## config.mk

```make
export PLATFORM = sky130hd
export DESIGN_NAME = frap_policy
export DESIGN_NICKNAME = d
export VERILOG_FILES = /design/src/inc/frap_pkg.sv /design/src/core/frap_fuse_array.sv /design/src/core/frap_watchdog.sv /design/src/core/frap_policy.sv
export VERILOG_INCLUDE_DIRS = /design/src /design/src/inc
export SDC_FILE = /design/constraint.sdc
export NUM_CORES = 1
export LEC_CHECK = 0
export ABC_AREA = 1
export BUFFER_PORTS_ARGS = -buffer_cell sky130_fd_sc_hd__buf_4
export CAP_MARGIN = 20
export CORE_MARGIN = 2
export CORE_UTILIZATION = 47
export DETAILED_ROUTE_END_ITERATION = 8
export PLACE_DENSITY = 0.7
export SYNTH_ARGS = -nofsm -noshare
export SYNTH_HDL_FRONTEND = slang
export SYNTH_SLANG_ARGS = --single-unit
export TNS_END_PERCENT = 20
```

## constraint.sdc

```tcl
create_clock -name i_core_clk -period 2.1 [get_ports i_core_clk]
set_clock_uncertainty 0.05 [all_clocks]
set_input_delay 0.315 -clock i_core_clk [delete_from_list [all_inputs] [get_ports i_core_clk]]
set_output_delay 0.315 -clock i_core_clk [all_outputs]
set_load 0.01 [all_outputs]
```

## src/inc/frap_cfg.svh

```systemverilog
`ifndef FRAP_CFG_SVH
`define FRAP_CFG_SVH

// fuse map positions
`define FRAP_FUSE_COUNT       128
`define FRAP_FUSE_SBE_BIT     7'd1
`define FRAP_FUSE_LOCK_BIT    7'd87
`define FRAP_FUSE_READ_LO     7'd64
`define FRAP_FUSE_MAKER_LO    7'd88
`define FRAP_FUSE_STATUS_LO   7'd64
`define FRAP_FUSE_STATUS_HI   7'd86

// wishbone register offsets (byte addresses)
`define FRAP_REG_CTRL         4'h0
`define FRAP_REG_STATUS       4'h4
`define FRAP_REG_DATA         4'h8
`define FRAP_REG_INDEX        4'hc

// control field positions
`define FRAP_CTRL_GO          0
`define FRAP_CTRL_CMD_LO      1
`define FRAP_CTRL_CMD_HI      3

// reset values
`define FRAP_FUSE_RESET       128'hffff_ffff_ffff_ffff_ffff_ffff_ffff_ffff
`define FRAP_ROM_MAKER_ID     16'h5a5a // arbitrary value
`define FRAP_ROM_SERIAL       16'h1234 // arbitrary value
`define FRAP_ROM_REVISION     32'h0000_0001 // arbitrary value
`define FRAP_FUSE_MAKER_ID    8'ha5 // arbitrary value
`define FRAP_FUSE_SERIAL      32'h0bad_cafe // arbitrary value

// watchdog interval (ms) and cycle count at 50 mhz
`define FRAP_WDOG_MS          1300
`define FRAP_CLK_KHZ          50000
`define FRAP_WDOG_CYCLES      (`FRAP_WDOG_MS * `FRAP_CLK_KHZ)

`endif

```

## src/inc/frap_pkg.sv

```systemverilog
package frap_pkg;

	// host command codes carried in the control register
	typedef enum logic [2:0] {
		FRAP_CMD_READ_FUSE  = 3'h0,
		FRAP_CMD_READ_ROM   = 3'h1,
		FRAP_CMD_SINGLE     = 3'h2,
		FRAP_CMD_PERSONAL   = 3'h3,
		FRAP_CMD_DIGEST     = 3'h4
	} frap_cmd_t;

	// command status codes
	typedef enum logic [1:0] {
		FRAP_ST_OK     = 2'h0,
		FRAP_ST_DENIED = 2'h1,
		FRAP_ST_BADCMD = 2'h2
	} frap_status_t;

	// sequencer states
	typedef enum logic [3:0] {
		FRAP_IDLE  = 4'b0001,
		FRAP_EXEC  = 4'b0010,
		FRAP_DONE  = 4'b0100,
		FRAP_SLEEP = 4'b1000
	} frap_state_t;

endpackage

```

## src/core/frap_fuse_array.sv

```systemverilog
`timescale 1ns/10ps
`include "frap_cfg.svh"

// one-time fuse store: bits only ever go from one to zero
module frap_fuse_array (
	// clock and reset
	input  wire logic         i_core_clk,
	input  wire logic         i_rst,
	// burn request
	input  wire logic         i_burn,
	input  wire logic [127:0] i_burn_mask,
	// stored state
	output logic      [127:0] o_fuses
);
	logic [127:0] fuse_q;

	// reset models factory state; and-only update means no way back to one
	always_ff @(posedge i_core_clk) begin
		if (i_rst) begin
			fuse_q <= {`FRAP_FUSE_SERIAL, `FRAP_FUSE_MAKER_ID,
				88'hff_ffff_ffff_ffff_ffff_ffff};
		end else if (i_burn) begin
			fuse_q <= fuse_q & ~i_burn_mask;
		end
	end

	assign o_fuses = fuse_q;
endmodule

```

## src/core/frap_watchdog.sv

```systemverilog
`timescale 1ns/10ps
`include "frap_cfg.svh"

// free-running watchdog; expiry is a one-cycle pulse
module frap_watchdog #(
	parameter int unsigned WDOG_CYCLES = `FRAP_WDOG_CYCLES
) (
	// clock and reset
	input  wire logic i_core_clk,
	input  wire logic i_rst,
	// restart from wake
	input  wire logic i_restart,
	// expiry pulse
	output logic      o_expire
);
	logic [31:0] count;

	// ignores command activity on purpose: a stuck host cannot hold it off
	always_ff @(posedge i_core_clk) begin
		if (i_rst || i_restart) begin
			count    <= 32'h0;
			o_expire <= 1'b0;
		end else if (count == WDOG_CYCLES - 1) begin
			count    <= 32'h0;
			o_expire <= 1'b1;
		end else begin
			count    <= count + 32'h1;
			o_expire <= 1'b0;
		end
	end
endmodule

```

## src/core/frap_policy.sv

```systemverilog
`timescale 1ns/10ps
`include "frap_cfg.svh"

module frap_policy
	import frap_pkg::*;
#(
	parameter int unsigned WDOG_CYCLES = `FRAP_WDOG_CYCLES
) (
	// clock and reset
	input  wire logic         i_core_clk,
	input  wire logic         i_rst,
	// wishbone slave
	input  wire logic         i_wb_cyc,
	input  wire logic         i_wb_stb,
	input  wire logic         i_wb_we,
	input  wire logic [3:0]   i_wb_adr,
	input  wire logic [3:0]   i_wb_sel,
	input  wire logic [31:0]  i_wb_dat,
	output logic      [31:0]  o_wb_dat,
	output logic              o_wb_ack,
	// link wake from the single-wire front end
	input  wire logic         i_wake,
	// digest message fields toward the hash engine
	output logic      [127:0] o_digest_fuses,
	output logic      [63:0]  o_secret_for_key,
	output logic      [47:0]  o_chip_serial,
	output logic      [23:0]  o_maker_id,
	// power state
	output logic              o_sleep
);
	// registers
	logic [31:0]  data_reg;
	logic [6:0]   index_reg;
	logic [2:0]   cmd_reg;
	logic [1:0]   status_reg;
	logic         busy;
	frap_state_t  state;
	frap_state_t  next_state;
	logic [127:0] mask_hi_lo;
	logic         burn_go;
	logic [127:0] burn_mask;
	logic [127:0] fuses;
	logic         wd_expire;

	// wishbone decode
	wire         wb_req    = i_wb_cyc & i_wb_stb & ~o_wb_ack;
	wire         wr_req    = wb_req & i_wb_we;
	wire         wr_ctrl   = wr_req & (i_wb_adr == `FRAP_REG_CTRL) & i_wb_sel[0];
	wire         wr_data   = wr_req & (i_wb_adr == `FRAP_REG_DATA);
	wire         wr_index  = wr_req & (i_wb_adr == `FRAP_REG_INDEX)
		& i_wb_sel[0];
	wire         go        = wr_ctrl & i_wb_dat[`FRAP_CTRL_GO] & ~busy
		& (state == FRAP_IDLE);
	wire [2:0]   go_cmd    = i_wb_dat[`FRAP_CTRL_CMD_HI:`FRAP_CTRL_CMD_LO];

	// fuse state flags
	wire         sbe_set   = fuses[`FRAP_FUSE_SBE_BIT];
	wire         lock_set  = fuses[`FRAP_FUSE_LOCK_BIT];

	// byte-lane merge for the data register
	function automatic logic [31:0] merge_lanes(input logic [31:0] old_v,
		input logic [31:0] new_v, input logic [3:0] sel);
		logic [31:0] res;
		res = old_v;
		for (int b = 0; b < 4; b++) begin
			if (sel[b]) begin
				res[b*8 +: 8] = new_v[b*8 +: 8];
			end
		end
		return res;
	endfunction

	// word select of a 128-bit fuse image by a 2-bit word number
	function automatic logic [31:0] word_of(input logic [127:0] v,
		input logic [1:0] w);
		return v[w*32 +: 32];
	endfunction

	// fuse words 0-1 secret, words 2-3 readable
	wire [1:0]   rd_word    = index_reg[1:0];
	wire         fuse_rd_ok = (rd_word >= 2'd2);
	// rom: only words 0 and 1 (64 bits) exposed
	wire         rom_rd_ok  = (index_reg <= 7'd1);
	wire [31:0]  rom_word   = (index_reg[0] == 1'b0)
		? {`FRAP_ROM_SERIAL, `FRAP_ROM_MAKER_ID}
		: `FRAP_ROM_REVISION;

	// burnable ranges per command, factory bits 88-127 never
	assign mask_hi_lo = {40'h0, 1'b1, {87{1'b1}}};
	wire [127:0] pers_mask  = {96'h0, data_reg} << {index_reg[1:0], 5'h0};
	wire [127:0] pers_bad   = pers_mask & ~mask_hi_lo;
	wire         single_in  = (index_reg >= `FRAP_FUSE_STATUS_LO)
		&& (index_reg <= `FRAP_FUSE_STATUS_HI);
	wire [127:0] single_bit = 128'h1 << index_reg;

	// single burn: enable fuse one, status index only
	wire         single_ok  = sbe_set & single_in;
	// personalization: lock fuse unburned, no factory bit touched
	wire         pers_ok    = lock_set & (pers_bad == 128'h0);

	// burn request to the fuse store, only from an allowed command
	assign burn_go = (state == FRAP_EXEC) & (
		((cmd_reg == FRAP_CMD_SINGLE) & single_ok) |
		((cmd_reg == FRAP_CMD_PERSONAL) & pers_ok));
	assign burn_mask = (cmd_reg == FRAP_CMD_SINGLE) ? single_bit : pers_mask;

	frap_fuse_array u_fuses (
		.i_core_clk  (i_core_clk),
		.i_rst       (i_rst),
		.i_burn      (burn_go),
		.i_burn_mask (burn_mask),
		.o_fuses     (fuses)
	);

	frap_watchdog #(
		.WDOG_CYCLES (WDOG_CYCLES)
	) u_wdog (
		.i_core_clk  (i_core_clk),
		.i_rst       (i_rst),
		.i_restart   (i_wake),
		.o_expire    (wd_expire)
	);

	// sequencer next-state
	always_comb begin
		next_state = state;
		unique case (state)
			FRAP_IDLE:  if (go) next_state = FRAP_EXEC;
			FRAP_EXEC:  next_state = FRAP_DONE;
			FRAP_DONE:  next_state = FRAP_IDLE;
			FRAP_SLEEP: if (i_wake) next_state = FRAP_IDLE;
		endcase
		// watchdog wins over any command in flight
		if (wd_expire) next_state = FRAP_SLEEP;
	end

	// state register
	always_ff @(posedge i_core_clk) begin
		if (i_rst) begin
			state <= FRAP_IDLE;
		end else begin
			state <= next_state;
		end
	end

	// command latch and busy flag
	always_ff @(posedge i_core_clk) begin
		if (i_rst) begin
			cmd_reg <= 3'h0;
			busy    <= 1'b0;
		end else if (go) begin
			cmd_reg <= go_cmd;
			busy    <= 1'b1;
		end else if (next_state == FRAP_IDLE || next_state == FRAP_SLEEP) begin
			busy    <= 1'b0;
		end
	end

	// index register
	always_ff @(posedge i_core_clk) begin
		if (i_rst) begin
			index_reg <= 7'h0;
		end else if (wr_index && !busy) begin
			index_reg <= i_wb_dat[6:0];
		end
	end

	// data register: host writes it, reads fill it on success
	always_ff @(posedge i_core_clk) begin
		if (i_rst) begin
			data_reg <= 32'h0;
		end else if (state == FRAP_EXEC && cmd_reg == FRAP_CMD_READ_FUSE) begin
			if (fuse_rd_ok) data_reg <= word_of(fuses, rd_word);
		end else if (state == FRAP_EXEC && cmd_reg == FRAP_CMD_READ_ROM) begin
			if (rom_rd_ok) data_reg <= rom_word;
		end else if (wr_data && !busy) begin
			data_reg <= merge_lanes(data_reg, i_wb_dat, i_wb_sel);
		end
	end

	// command outcome; a refused command sets DENIED and leaves fuses and data unchanged
	always_ff @(posedge i_core_clk) begin
		if (i_rst) begin
			status_reg <= FRAP_ST_OK;
		end else if (state == FRAP_EXEC) begin
			unique case (cmd_reg)
				FRAP_CMD_READ_FUSE: status_reg <= fuse_rd_ok
					? FRAP_ST_OK : FRAP_ST_DENIED;
				FRAP_CMD_READ_ROM:  status_reg <= rom_rd_ok
					? FRAP_ST_OK : FRAP_ST_DENIED;
				FRAP_CMD_SINGLE:    status_reg <= single_ok
					? FRAP_ST_OK : FRAP_ST_DENIED;
				FRAP_CMD_PERSONAL:  status_reg <= pers_ok
					? FRAP_ST_OK : FRAP_ST_DENIED;
				FRAP_CMD_DIGEST:    status_reg <= FRAP_ST_OK;
				default:            status_reg <= FRAP_ST_BADCMD;
			endcase
		end
	end

	// digest message view: ones for 0-86 while lock fuse unburned
	wire [127:0] digest_view = lock_set
		? (fuses | {41'h0, {87{1'b1}}})
		: fuses;

	// hash-side fields, registered so outputs come from flip-flops
	always_ff @(posedge i_core_clk) begin
		if (i_rst) begin
			o_digest_fuses   <= 128'h0;
			o_secret_for_key <= 64'h0;
			o_chip_serial    <= 48'h0;
			o_maker_id       <= 24'h0;
			o_sleep          <= 1'b0;
		end else begin
			o_digest_fuses   <= digest_view;
			o_secret_for_key <= digest_view[63:0];
			o_chip_serial    <= {`FRAP_ROM_SERIAL, fuses[127:96]};
			o_maker_id       <= {`FRAP_ROM_MAKER_ID, fuses[95:88]};
			o_sleep          <= (next_state == FRAP_SLEEP);
		end
	end

	// bus read mux
	wire [31:0] status_word = {26'h0, sbe_set, lock_set, busy,
		status_reg, 1'b0};
	wire [31:0] rd_mux =
		(i_wb_adr == `FRAP_REG_CTRL)   ? {28'h0, cmd_reg, 1'b0} :
		(i_wb_adr == `FRAP_REG_STATUS) ? status_word :
		(i_wb_adr == `FRAP_REG_DATA)   ? data_reg :
		(i_wb_adr == `FRAP_REG_INDEX)  ? {25'h0, index_reg} : 32'h0;

	// single-cycle ack, dropped the cycle after; unmapped reads zero
	always_ff @(posedge i_core_clk) begin
		if (i_rst) begin
			o_wb_ack <= 1'b0;
			o_wb_dat <= 32'h0;
		end else begin
			o_wb_ack <= wb_req;
			o_wb_dat <= wb_req ? rd_mux : 32'h0;
		end
	end
endmodule

```

# Word-level counts from Yosys, hierarchy flattened
# Cells that the tools add are included.
# word_totals
register_bits	508
out_inout_bits	298
# op_classes
add_sub_neg	1
order_cmp	4
n_eq_ne	16
shifts	3
mux	30
n_bitwise	22
n_reduce_logical	25
# ops
cell	n
$mux W32	6
$and A128 B128 Y128	1
$logic_not A128 Y1	1
$mux W128	1
$not A128 Y128	1
$shiftx A128 B8 Y32	1
$shl A1 B7 Y128 const A	1
$shl A32 B7 Y128	1
$mux W88	1
$mux W45	1
$add A32 B1 Y32 const B	1
$eq A32 B26 Y1 const B	1
$mux W8	4
$mux W29	1
$mux W23	1
$and A1 B1 Y1	16
$eq A4 B4 Y1 const B	4
$mux W4	4
$pmux W4 S4	1
$reduce_and A4 Y1	4
$reduce_bool A3 Y1	5
$pmux W2 S5	1
$eq A4 B1 Y1 const B	2
$eq A4 B3 Y1 const B	2
24 further kinds	39

# Longest topological paths before layout
# depth
word_depth	15
ltp_mapped	15
depth_no_buf	12

# By module
# From an unflattened synthesis, not the netlist that was laid out.
# hier_totals
cells_unflattened	2420
hier_area_um2	17189.0
# modules_own_cells
mod	n_inst	cells_each	area_per_inst_um2	seq_area_each_um2
frap_policy	1	1577	11035.6	4244.1
frap_fuse_array	1	558	4300.4	2562.5
frap_watchdog	1	285	1853.0	660.6

# Worst setup path before layout
# OpenSTA, ideal clock, no wires.
# synth_timing
path_type	register to register
startpoint	register u_wdog.count[0]
endpoint	register u_wdog.count[25]
t_arrival_ns	1.542
required_time_ns	1.929
setup_slack_ns	0.387
path_stages_with_launch	10
n_path_buf	1
synth_period_minus_slack_ns	1.713
cell_sequence	dfxtp_1 ha_1 nand2_1 nor2_2 nand3_1 nor2_1 nand4_1 nand3_1 buf_2 nor3b_1
# synth_between
elab_chain_len	2
# synth_rtl
element	line	source
start, declared	frap_watchdog.sv:16	logic [31:0] count;
start signal, assigned	frap_watchdog.sv:27	count <= count + 32'h1;
parallel branches: the longest is 2 deep, another holds $add A32 B1 Y32	n/a	
# Several ways; the timed one is not identified.
# A chain may end at the register's enable or synchronous reset.

# Worst setup path in the final report
# layout_timing
startpoint	register index_reg[1]
endpoint	register u_fuses.fuse_q[10], in the netlist u_fuses.o_fuses[10]
# layout_between
elab_chain_len	6
# layout_rtl
element	line	source
start, declared	frap_policy.sv:33	logic [6:0] index_reg;
start signal, assigned	frap_policy.sv:164	index_reg <= i_wb_dat[6:0];
$shl A32 B7 Y128 (tied with other cells)	frap_policy.sv:90	wire [127:0] pers_mask = {96'h0, data_reg} << {index_reg[1:0], 5'h0};
$logic_not A128 Y1 / $logic_and A1 B1 Y1 (equally long branches)	frap_policy.sv:99, frap_policy.sv:92	
$and A1 B1 Y1, on equally long branches	frap_policy.sv:99, frap_policy.sv:97	
$and A1 B1 Y1, on equally long branches	frap_policy.sv:104, frap_policy.sv:103	
$or A1 B1 Y1	frap_policy.sv:103	((cmd_reg == FRAP_CMD_SINGLE) & single_ok) |
$and A1 B1 Y1	frap_policy.sv:102	assign burn_go = (state == FRAP_EXEC) & (
end signal, assigned	frap_fuse_array.sv:20	fuse_q <= {`FRAP_FUSE_SERIAL, `FRAP_FUSE_MAKER_ID,
end signal, assigned	frap_fuse_array.sv:23	fuse_q <= fuse_q & ~i_burn_mask;
end, declared	frap_fuse_array.sv:15	logic [127:0] fuse_q;
# Parallel ways exist; a longest one is shown, timed or not.

==> impl_metrics.json <==
{
  "result_of_the_run": "complete, no violations",
  "report.final.setup_viol": 0,
  "multi_input_comb_area_um2": 6780,
  "count_of_flip_flops_with_a_built_in_enable_after_synthesis": 0,
  "layout_filler_cell_count": 3136,
  "power_leakage_nw": 9.79,
  "ys_dominant_reg_cell": "dfxtp_1",
  "floorplan.rows": 68,
  "floorplan.core_area_um2": 34500,
  "cts_buffers": 40,
  "clkTransAtPathRegs_ps": 60,
  "fp.dieH_um": 191,
  "criticalPathCategory": "reg2reg",
  "routed_wl_um": 62000,
  "cp_data_arrival_time_ps": 2460,
  "cts.path.max_buffers": 3,
  "layout_min_cycle_time_ps": 2080,
  "rsz0062_at_grt": "yes",
  "drt-wirelength-per-cell_um": 20.4,
  "endpoint_kind": "flip-flop",
  "number_of_antenna_violations_at_the_first_check_in_global_routing": 1,
  "die_w_um": 191,
  "postPlaceCellArea_um2": 19500,
  "htree_levels": 2,
  "ys_warn_count": 0,
  "cp-start-kind": "flip-flop",
  "grt_first_pass_wirelength_um": 91100,
  "globalRouteTotalUtil_pct": 33.2,
  "grt_max_degree": 162,
  "syn_area_per_cell_um2": 7.32,
  "drc_errors": 0,
  "syn_to_final_growth_pct": 28.9,
  "antennaDiodeCount": 0,
  "place.detailed.hpwl_um": 46900,
  "flip_flop_and_latch_count_after_synthesis": 373,
  "total_power_w": 0.0149,
  "syn-cell-area_um2": 16400,
  "tritoncts": "done",
  "synth_cell_types": 44,
  "drt_iter0_drc": 1571,
  "io_pins": 344,
  "postSynthCellCount": 2243,
  "detail_route.vias_per_cell": 5.39,
  "antenna_left": 0,
  "slew-limit-headroom_pct": 46.9,
  "grt_overflow_total": 0,
  "final_layout_size_suffix_gt1_share_pct": 25.6,
  "cp_max_fo": 9,
  "initial_utilization_pct": 47.6,
  "max_cap_viol_count": 0,
  "first_global_vias": 15300,
  "crit_required_ps": 2480,
  "worstMarginPinSlew_ps": 797,
  "area_of_all_placed_cells_without_fillers_um2": 21200,
  "clk_latency_ps": 560,
  "sequential_cell_area_in_the_final_layout_um2": 7470,
  "share_of_synthesized_flip_flops_with_an_asynchronous_set_or_reset_pct": 0,
  "cts.root.buffer_cell": "clkbuf_16",
  "design.die.area_um2": 36400,
  "fin_crit_share_pct": 99.2,
  "gp_congestion": 0.972,
  "power.density_cell_area_nw_per_um2": 702,
  "setup-tns-final_ps": 0,
  "worst_voltage_drop_across_the_vdd_grid_v": 0.000664,
  "final_net_count": 2606,
  "slew_violations": 0,
  "r2r_slack_ps": 20,
  "ys_seq_area_share_pct": 45.5,
  "routed-via-count": 16400,
  "finalHoldViolCount": 0,
  "cts_num_sinks": 373,
  "max_freq_mhz": 480,
  "hp-class": "in2reg",
  "firstDrtPassIters": 6,
  "port_buffers": 324
}
worst max-delay path, stage by stage, from the launching register on:
cell,delay (ps)
dfxtp_2,340
buf_6,140
buf_12,140
nand3_2,100
nand2_4,50
nor2_4,90
nand3_2,120
nor2_2,130
nand3_2,100
nand2_4,190
buf_12,150
clkbuf_16,150
nand3_1,80
nand2_1,70
nand2_1,40
placed cells by master (no fill, tap or decap), types with 19 or more instances in the layout:
cell type / count
buf_12: 21
nor3_1: 22
dfxtp_1: 371
nand3_1: 198
conb_1: 19
clkbuf_16: 42
nand4_1: 46
o31ai_1: 32
buf_4: 492
inv_1: 189
o21ai_0: 108
a21oi_1: 100
nand2_1: 389
o22ai_1: 36
o21ai_1: 21
nor2_1: 320
cells in the mapped netlist, drive strengths merged (6+ instances only):
cell type	n	share of area, %
dfxtp	373	45
nand2	402	9.3
clkbuf	80	1.8
a21oi	102	3.2
o32ai	7	0.37
nand4	46	1.8
a22oi	10	0.46
nand3	210	6.4
buf	190	8.0
xor2	6	0.32
o221ai	10	0.53
a211oi	7	0.32
nor3	23	0.73
inv	206	4.7
o22ai	36	1.4
o21ai	131	4.0
nor2	335	8.0
o31ai	36	1.6
or2	10	0.38
timing repair:
item	CTS	global route
setup endpoints to repair	95	117
pin swaps	4	11
setup buffers	3	4
cloned	2	2
endpoints found under the hold margin	6	0
resized for setup	22	46
hold buffers	6	0
metal layers:
metal	GRT usage (%)	part of all wire, %	up-vias
met4	14.5	4.4	0
met3	5.78	8.5	139
li1	-	-	7781
met2	50.4	44	800
met5	0	0	-
met1	46.2	44	7656
final timing paths:
kind                                              to            startpoint  cells past startpoint
worst min-delay path                     data_reg[8]           i_wb_dat[8]                      5
worst max register to register   u_fuses.o_fuses[10]          index_reg[1]                     14
worst max-delay path             u_fuses.o_fuses[10]          index_reg[1]                     14
worst min register to register  u_fuses.o_fuses[112]  u_fuses.o_fuses[112]                      2
layout make-up:
| class | count | area share (%) |
|---|---|---|
| sequential | 373 | 35.3 |
| timing repair buffer | 526 | 20.3 |
| inverter | 207 | 3.71 |
| multi-input combinational | 1411 | 32.1 |
| clock inverter | 19 | 0.852 |
| tap | 455 | 2.69 |
| clock buffer | 50 | 5.05 |
power by group:
part | internal, W | switching (W)
Sequential | 0.00720 | 0.0000685
Clock | 0.00378 | 0.00295
Combinational | 0.000411 | 0.000459
Total | 0.0114 | 0.00348
through the flow:
step | hold WS (ps) | setup WS [ps] | cells | utilization (%)
after floorplan | 344 | 387 | 2261 | -
after global placement | 363 | -112 | 2956 | 56.5
after detailed placement | 372 | -150 | 2956 | 56.5
after CTS | 33.0 | 0.967 | 3036 | 60.8
after global routing | 54.8 | -70.9 | 3041 | 61.4
final | 46.7 | 17.0 | 3041 | 61.4
logic make-up (layout without fill, tap and decap cells):
group / Yosys count / after routing / synth area share, %
adder cells (fa/ha/maj): 1 / 1 / 0.0762
buffers and inverters: 477 / 802 / 14.5
flip-flops: 373 / 373 / 45.5
XOR/XNOR: 9 / 9 / 0.480
other: 1 / 19 / 0.0228
AND/OR/NAND/NOR: 1033 / 1033 / 27.0
AO/OA/AOI/OAI: 349 / 349 / 12.4
Power figures use the tool's default switching activity.
